--- src/hw/pkd_pkg.sv ---
/*
  constants for the port k, drive select and e-clock stretch control block.
  assumes an 8-bit register port with byte offsets as printed.
*/
package pkd_pkg;
  localparam int ADDR_W = 8;
  localparam int DATA_W = 8;
  localparam logic [7:0] OFS_DRIVE = 8'h0D;
  localparam logic [7:0] OFS_EBI = 8'h0E;
  localparam logic [7:0] OFS_PORT_K_VALUE = 8'h32;
  localparam logic [7:0] OFS_PORT_K_DIRECTION = 8'h33;
  localparam int BIT_DRV_A = 0;
  localparam int BIT_DRV_B = 1;
  localparam int BIT_DRV_E = 4;
  localparam int BIT_DRV_K = 7;
  localparam int BIT_STRETCH = 0;
  localparam int BIT_K7 = 7;
  localparam logic [7:0] DRIVE_RESET = 8'h00;
  localparam logic [7:0] READ_ZERO = 8'h00;
  localparam logic STRETCH_RESET_PERIPH = 1'b0;
  localparam logic STRETCH_RESET_OTHER = 1'b1;
  localparam logic DIR_RESET = 1'b0;
  // one full e period, in bus clocks
  localparam int BUS_E_CLOCK_DIV = 4;
  localparam logic [1:0] CS_GAP_CYCLES = 2'h1;
  typedef enum logic [2:0] {
    PKD_SPECIAL_SINGLE = 3'h0,
    PKD_SPECIAL_TEST = 3'h1,
    PKD_PERIPHERAL = 3'h2,
    PKD_EMUL_NARROW = 3'h3,
    PKD_EMUL_WIDE = 3'h4,
    PKD_NORMAL_SINGLE = 3'h5,
    PKD_NORMAL_NARROW = 3'h6,
    PKD_NORMAL_WIDE = 3'h7
  } pkd_mode_type;
  typedef enum logic [1:0] {
    PKD_CS_IDLE = 2'h0,
    PKD_CS_ACTIVE = 2'h1,
    PKD_CS_GAP = 2'h2
  } pkd_cs_type;
endpackage

--- src/hw/pkd_bit_store.sv ---
/*
  single stored bit with no reset, for a data latch that keeps its value over reset.
  assumes a write enable one clock wide.
*/
`timescale 1ns/1ns
module pkd_bit_store (
  input wire logic ref_clk_i,
  input wire logic we_i,
  input wire logic d_i,
  output logic q_o
);
  always_ff @(posedge ref_clk_i) begin
    if (we_i) begin
      q_o <= d_i;
    end
  end
endmodule

--- src/hw/pkd_port_ctrl.sv ---
/*
  drive select, e-clock stretch control and port k bit 7 with its chip-select mode.
  assumes synchronous pins, mode inputs stable, and a one-cycle register port.
*/
`timescale 1ns/1ns
module pkd_port_ctrl (
  input wire logic ref_clk_i,
  input wire logic resetn_i,
  input wire pkd_pkg::pkd_mode_type mode_i,
  input wire logic mem_expand_emul_on_i,
  input wire logic port_k_pullup_on_i,
  input wire logic bus_stretch_i,
  input wire logic internal_access_i,
  input wire logic emul_chip_select_i,
  input wire logic [pkd_pkg::ADDR_W-1:0] addr_i,
  input wire logic [pkd_pkg::DATA_W-1:0] wdata_i,
  input wire logic wr_i,
  input wire logic rd_i,
  output logic [pkd_pkg::DATA_W-1:0] rdata_o,
  input wire logic pin_k7_i,
  output logic pin_k7_o,
  output logic pin_k7_oe_o,
  output logic pin_k7_pullup_o,
  output logic drive_low_a_o,
  output logic drive_low_b_o,
  output logic drive_low_e_o,
  output logic drive_low_k_o,
  output logic bus_e_clock_o,
  output logic bus_e_clock_stretch_on_o
);
  import pkd_pkg::*;

  logic is_periph;
  logic is_emul;
  logic is_single;
  logic is_special;
  logic is_expanded;
  logic drive_mapped;
  logic ebi_mapped;
  logic port_k_value_mapped;
  logic [3:0] drive_bits;
  logic bus_e_clock_stretch_on;
  logic stretch_lock;
  logic stretch_active;
  logic pin7_direction;
  logic port_k_latch;
  logic latch_we;
  logic [1:0] e_phase;
  logic e_level;
  logic e_level_d;
  logic e_fall;
  pkd_cs_type cs_state;
  pkd_cs_type next_cs_state;
  logic [1:0] gap_cnt;
  logic [DATA_W-1:0] next_rdata;

  assign is_periph = (mode_i == PKD_PERIPHERAL);
  assign is_emul = (mode_i == PKD_EMUL_NARROW) || (mode_i == PKD_EMUL_WIDE);
  assign is_single = (mode_i == PKD_SPECIAL_SINGLE) || (mode_i == PKD_NORMAL_SINGLE);
  assign is_special = (mode_i == PKD_SPECIAL_SINGLE) || (mode_i == PKD_SPECIAL_TEST);
  assign is_expanded = !is_single && !is_periph;
  assign drive_mapped = !is_emul && !is_periph;
  assign ebi_mapped = !is_periph;
  assign port_k_value_mapped = !is_periph && !(is_expanded && mem_expand_emul_on_i);

  // reduced drive bits, a b e k in order
  always_ff @(posedge ref_clk_i) begin
    if (!resetn_i) begin
      drive_bits <= 4'h0;
    end else if (wr_i && drive_mapped && addr_i == OFS_DRIVE) begin
      drive_bits <= {wdata_i[BIT_DRV_K], wdata_i[BIT_DRV_E],
                     wdata_i[BIT_DRV_B], wdata_i[BIT_DRV_A]};
    end
  end

  // drive outputs do not depend on which function owns a pin
  always_ff @(posedge ref_clk_i) begin
    if (!resetn_i) begin
      drive_low_a_o <= 1'b0;
      drive_low_b_o <= 1'b0;
      drive_low_e_o <= 1'b0;
      drive_low_k_o <= 1'b0;
    end else begin
      drive_low_a_o <= drive_bits[0];
      drive_low_b_o <= drive_bits[1];
      drive_low_e_o <= drive_bits[2];
      drive_low_k_o <= drive_bits[3];
    end
  end

  // stretch control with write-once lock outside special and peripheral modes; special modes take every write, peripheral none
  always_ff @(posedge ref_clk_i) begin
    if (!resetn_i) begin
      bus_e_clock_stretch_on <= is_periph ? STRETCH_RESET_PERIPH : STRETCH_RESET_OTHER;
      stretch_lock <= 1'b0;
    end else if (wr_i && ebi_mapped && addr_i == OFS_EBI) begin
      if (is_special) begin
        bus_e_clock_stretch_on <= wdata_i[BIT_STRETCH];
      end else if (!stretch_lock) begin
        bus_e_clock_stretch_on <= wdata_i[BIT_STRETCH];
        stretch_lock <= 1'b1;
      end
    end
  end

  assign stretch_active = bus_e_clock_stretch_on && !is_single;

  // direction bit
  always_ff @(posedge ref_clk_i) begin
    if (!resetn_i) begin
      pin7_direction <= DIR_RESET;
    end else if (wr_i && port_k_value_mapped && addr_i == OFS_PORT_K_DIRECTION) begin
      pin7_direction <= wdata_i[BIT_K7];
    end
  end

  assign latch_we = wr_i && port_k_value_mapped && (addr_i == OFS_PORT_K_VALUE);

  // data latch keeps its content through reset
  pkd_bit_store u_latch (
    .ref_clk_i(ref_clk_i),
    .we_i(latch_we),
    .d_i(wdata_i[BIT_K7]),
    .q_o(port_k_latch)
  );

  // e clock: divider stalled while stretch holds e high; e masked on internal cycles only while stretch is active.
  // the hold looks at the registered e and stretch so a high e never drops
  // in the cycle after a stretch request, whatever the divider pipeline holds
  always_ff @(posedge ref_clk_i) begin
    if (!resetn_i) begin
      e_phase <= 2'h0;
    end else if (!(bus_e_clock_stretch_on_o && bus_stretch_i && bus_e_clock_o)) begin
      e_phase <= e_phase + 2'h1;
    end
  end

  always_ff @(posedge ref_clk_i) begin
    if (!resetn_i) begin
      e_level <= 1'b0;
      e_level_d <= 1'b0;
    end else begin
      e_level <= e_phase[1];
      e_level_d <= e_level;
    end
  end

  assign e_fall = e_level_d && !e_level;

  always_ff @(posedge ref_clk_i) begin
    if (!resetn_i) begin
      bus_e_clock_o <= 1'b0;
      bus_e_clock_stretch_on_o <= 1'b0;
    end else begin
      if (bus_e_clock_stretch_on_o && bus_stretch_i && bus_e_clock_o) begin
        bus_e_clock_o <= 1'b1;
      end else begin
        bus_e_clock_o <= e_level && !(stretch_active && internal_access_i);
      end
      bus_e_clock_stretch_on_o <= stretch_active;
    end
  end

  // chip-select gap after each falling e, skipped while bus_stretch_i is high with stretch off
  always_comb begin
    next_cs_state = cs_state;
    unique case (cs_state)
      PKD_CS_IDLE: begin
        if (mem_expand_emul_on_i) begin
          next_cs_state = PKD_CS_ACTIVE;
        end
      end
      PKD_CS_ACTIVE: begin
        if (!mem_expand_emul_on_i) begin
          next_cs_state = PKD_CS_IDLE;
        end else if (e_fall && !(bus_stretch_i && !stretch_active)) begin
          next_cs_state = PKD_CS_GAP;
        end
      end
      PKD_CS_GAP: begin
        if (!mem_expand_emul_on_i) begin
          next_cs_state = PKD_CS_IDLE;
        end else if (gap_cnt == CS_GAP_CYCLES - 2'h1) begin
          next_cs_state = PKD_CS_ACTIVE;
        end
      end
      default: next_cs_state = PKD_CS_IDLE;
    endcase
  end

  always_ff @(posedge ref_clk_i) begin
    if (!resetn_i) begin
      cs_state <= PKD_CS_IDLE;
      gap_cnt <= 2'h0;
    end else begin
      cs_state <= next_cs_state;
      gap_cnt <= (cs_state == PKD_CS_GAP) ? gap_cnt + 2'h1 : 2'h0;
    end
  end

  // pin drive: chip select or general-purpose
  always_ff @(posedge ref_clk_i) begin
    if (!resetn_i) begin
      pin_k7_o <= 1'b1;
      pin_k7_oe_o <= 1'b0;
      pin_k7_pullup_o <= 1'b0;
    end else if (mem_expand_emul_on_i) begin
      pin_k7_o <= (next_cs_state == PKD_CS_GAP) ? 1'b1 : emul_chip_select_i;
      pin_k7_oe_o <= 1'b1;
      pin_k7_pullup_o <= 1'b0;
    end else begin
      pin_k7_o <= port_k_latch;
      pin_k7_oe_o <= pin7_direction;
      pin_k7_pullup_o <= !pin7_direction && port_k_pullup_on_i;
    end
  end

  // read mux, unmapped offsets read zero
  always_comb begin
    next_rdata = READ_ZERO;
    if (addr_i == OFS_DRIVE && drive_mapped) begin
      next_rdata[BIT_DRV_A] = drive_bits[0];
      next_rdata[BIT_DRV_B] = drive_bits[1];
      next_rdata[BIT_DRV_E] = drive_bits[2];
      next_rdata[BIT_DRV_K] = drive_bits[3];
    end else if (addr_i == OFS_EBI && ebi_mapped) begin
      next_rdata[BIT_STRETCH] = bus_e_clock_stretch_on;
    end else if (addr_i == OFS_PORT_K_VALUE && port_k_value_mapped) begin
      next_rdata[BIT_K7] = pin7_direction ? port_k_latch : pin_k7_i;
    end else if (addr_i == OFS_PORT_K_DIRECTION && port_k_value_mapped) begin
      next_rdata[BIT_K7] = pin7_direction;
    end
  end

  always_ff @(posedge ref_clk_i) begin
    if (!resetn_i) begin
      rdata_o <= READ_ZERO;
    end else if (rd_i) begin
      rdata_o <= next_rdata;
    end else begin
      rdata_o <= READ_ZERO;
    end
  end
endmodule

--- config.mk ---
export PLATFORM = sky130hd
export DESIGN_NAME = pkd_port_ctrl
export DESIGN_NICKNAME = d
export VERILOG_FILES = /design/src/hw/pkd_pkg.sv /design/src/hw/pkd_bit_store.sv /design/src/hw/pkd_port_ctrl.sv
export SDC_FILE = /design/constraint.sdc
export NUM_CORES = 1
export LEC_CHECK = 0
export ABC_AREA = 0
export BUFFER_PORTS_ARGS = -buffer_cell sky130_fd_sc_hd__buf_2
export CAP_MARGIN = 5
export CORE_MARGIN = 2
export CORE_UTILIZATION = 48
export DETAILED_ROUTE_END_ITERATION = 6
export PLACE_DENSITY = 0.8
export SETUP_SLACK_MARGIN = 0.5
export SYNTH_ARGS = -nofsm -noshare
export SYNTH_HDL_FRONTEND = slang
export SYNTH_SLANG_ARGS = --single-unit
--- constraint.sdc ---
create_clock -name ref_clk_i -period 1.85 [get_ports ref_clk_i]
set_clock_uncertainty 0.15 [all_clocks]
set_input_delay 0.2775 -clock ref_clk_i [delete_from_list [all_inputs] [get_ports ref_clk_i]]
set_output_delay 0.2775 -clock ref_clk_i [all_outputs]
set_load 0.05 [all_outputs]
==> flow_summary.ini <==
[outcome]
status = finished, final reports clean

[clocking]
clkLatencyLatePin_ns = 0.32
cts_max_level = 2
cts_tree = done
cts.sinks = 29
cts-root-buf = clkbuf_4
clk_path_buf_depth = 2
path_clk_slew_ns = 0.08
cts_buffers = 5

[synthesis]
syn_inst = 134
seq_area_frac_synth = 0.4706
synth_edf_count = 2
synthDistinctLibCells = 45
yosys_most_used_dff = dfxtp_1
syn_area_mm2 = 0.001276
postSynth.asyncResetShare = 0
syn_avg_cell_area_um2 = 9.524
ys_seq_elements = 29
yosys_warnings = 0

[final_layout]
multi_input_area_um2 = 620.6
nets = 204
antennaDiodeCount = 0
syn2layout_area_growth_pct = 24.12
fill_cells = 223
drive_gt1_frac = 0.3391
utilization = 0.6336
seq_area_um2 = 603.1

[drt]
via_per_inst = 5.196
vias = 1060
drc_errors = 0
drt_iter0_markers = 25
detail-route-antenna-nets = 0
finalWirelength_um = 2537
firstDrtPassIters = 4
wl_per_cell_um = 12.44

[critical_path]
start_kind = flop
startpoint = pin_k7_pullup_o
r2r-end = rdata_o[7]
end_kind = output pin
crit_chain = buf_2
critical_path_buf_inv_count = 1
r2r_start = u_latch.q_o
crit_path_end = pin_k7_pullup_o
crit_type = flop to output pin
critPathSlowestCell = dfxtp_1
crit_required_ns = 1.42
cpPeakStageDelay_ns = 0.31
worstPathArrival_ns = 0.88
cp_max_fo = 1
critical_path_depth = 1
rrSetupSlack_ns = 0.62
r2r_cells = 4
crit_family = flip-flops

[timing]
rsz0062_at_grt = no
fin_crit_ns = 1.305
fin_setup_tns_ns = 0
whs_ns = 0.02934
setup_viol = 0
finalHoldViolCount = 0
drv_slew = 0
post-route-period-util = 0.7056
clock.fmax_mhz = 766.0

[floorplan]
io_pins = 46
row_count = 18
die_area_mm2 = 0.003087
die_w_um = 55.57
die_h_um = 55.57
initial_utilization = 0.5105
core_mm2 = 0.002500

[global_route]
grt_max_degree = 18
grt_pass1_wl_um = 4347
grt_overflow = 0
grt_pass1_vias = 1054
grtUsageTotal = 0.1807
antenna_found_initial = 0

[min_path]
min_path_type = primary input to flop

[place]
port_buffers = 37
routabilityCongestion = 0.7958
hpwl_um = 1951

[power]
peakVddDrop_mv = 0.5643
p_leak_nw = 0.7084
p_clk_frac = 0.316
comb_power_share = 0.135
power_density_mw_per_mm2 = 754.0
p_int_w = 0.0008858
seqPwrFrac = 0.549
power_w = 0.001194
p_switching_w = 0.0003086
p_sw_frac = 0.2584

[job]
max_cap_violations = 0
registers in the layout, indices dropped and copies added, names as in the netlist:
signal,count
cs_state,2
drive_low_a_o,1
drive_low_k_o,1
pin_k7_o,1
drive_low_b_o,1
stretch_lock,1
bus_e_clock_o,1
drive_low_e_o,1
e_level_d,1
bus_e_clock_stretch_on,1
pin_k7_oe_o,1
e_phase,2
u_latch.q_o,1
drive_bits,4
gap_cnt,2
e_level,1
pin7_direction,1
bus_e_clock_stretch_on_o,1
rdata_o,4
pin_k7_pullup_o,1
layout by cell type (no fill, tap or decap), types with 2 or more instances in the layout:
cell      count
buf_2        26
dfxtp_1      25
nand2_1      19
clkbuf_4     13
inv_1         8
nor2_1        6
mux2i_1       5
and2_1        5
buf_4         5
conb_1        4
nand2b_1      3
o21ai_0       3
or2b_1        2
nor4_4        2
o21a_1        2
a21oi_1       2
nand4_1       2
o21ai_1       2
nand3_1       2
nor2b_1       2
nor3_1        2
o211ai_1      2
nor3b_1       2
dfxtp_2       2
edfxtp_1      2
metal layers:
layer / share of wire / global-route usage
met5: 0 / 0
met4: 0.0095 / 0.09059
met3: 0.059 / 0.07728
met2: 0.52 / 0.2959
met1: 0.41 / 0.1991
cell type report:
type / count / share of cell area
flip-flops and latches: 29 / 0.3807
well taps: 30 / 0.02370
multi-input cells: 90 / 0.3918
clock buffers: 7 / 0.03476
repair buffers: 40 / 0.1501
inverters: 8 / 0.01896
cells in the mapped netlist, types with 2 or more instances:
master	instances	area, µm²
buf_4	5	37.54
o21ai_0	5	25.02
nor2b_1	2	12.51
nand2b_1	3	18.77
or2b_1	2	15.01
clkbuf_1	3	11.26
and2_1	5	31.28
nand3_1	2	10.01
edfxtp_1	2	60.06
buf_6	2	22.52
nor3b_1	2	15.01
mux2i_1	5	50.05
nor3_1	3	15.01
o21a_1	2	15.01
nand2_1	19	71.32
o211ai_1	2	15.01
nand4_1	2	12.51
a21oi_1	2	10.01
inv_1	8	30.03
a21boi_0	2	15.01
dfxtp_1	27	540.5
nor2_1	6	22.52
through the flow:
| step | cells | worst slack [ns] | cell area, µm² |
|---|---|---|---|
| 2_1_floorplan | 137 | 0.2902 | 1311 |
| 3_3_place_gp | 196 | 0.1071 | 1474 |
| 3_5_place_dp | 196 | 0.06330 | 1474 |
| 4_1_cts | 204 | 0.5016 | 1556 |
| 5_1_grt | 204 | 0.5001 | 1584 |
| 6_report | 204 | 0.5446 | 1584 |
repair_timing:
item	4_1_cts	5_1_grt
hold buffers	1	0
setup endpoints to repair	8	15
pin swaps	1	4
setup buffers	0	0
hold endpoints to repair	1	0
resized for setup	7	11
how the worst min path moves through the flow:
| stage | from | endpoint | slack, ns | cells after the start |
|---|---|---|---|---|
| after floorplan | mem_expand_emul_on_i | pin_k7_pullup_o | 0.20 | 1 |
| after global placement | gap_cnt[0] | gap_cnt[0] | 0.26 | 1 |
| after detailed placement | gap_cnt[0] | gap_cnt[0] | 0.27 | 1 |
| after CTS | port_k_pullup_on_i | pin_k7_pullup_o | 0.01 | 3 |
| after global routing | port_k_pullup_on_i | pin_k7_pullup_o | 0.03 | 3 |
| final | port_k_pullup_on_i | pin_k7_pullup_o | 0.03 | 3 |
logic make-up after synthesis:
kind of cell,Yosys count,share of synthesized area
compound gates,22,0.1372
xor+xnor,2,0.01373
fa+ha+maj,1,0.009802
buf+inv,18,0.07941
flops,29,0.4706
mux,6,0.04804
other cells,1,0.002938
simple gates,55,0.2382
power by group through the flow:
| stage | Clock, W | Combinational, W | Sequential [W] |
|---|---|---|---|
| detailed placement | 0 | 0.000154 | 0.000671 |
| global route | 0.000419 | 0.000174 | 0.000659 |
| finish | 0.000377 | 0.000161 | 0.000656 |
| floorplan | 0 | 0.0000902 | 0.000690 |
| global placement | 0 | 0.000150 | 0.000670 |
| CTS | 0.000394 | 0.000158 | 0.000656 |
(Power assumes the default switching activity.)
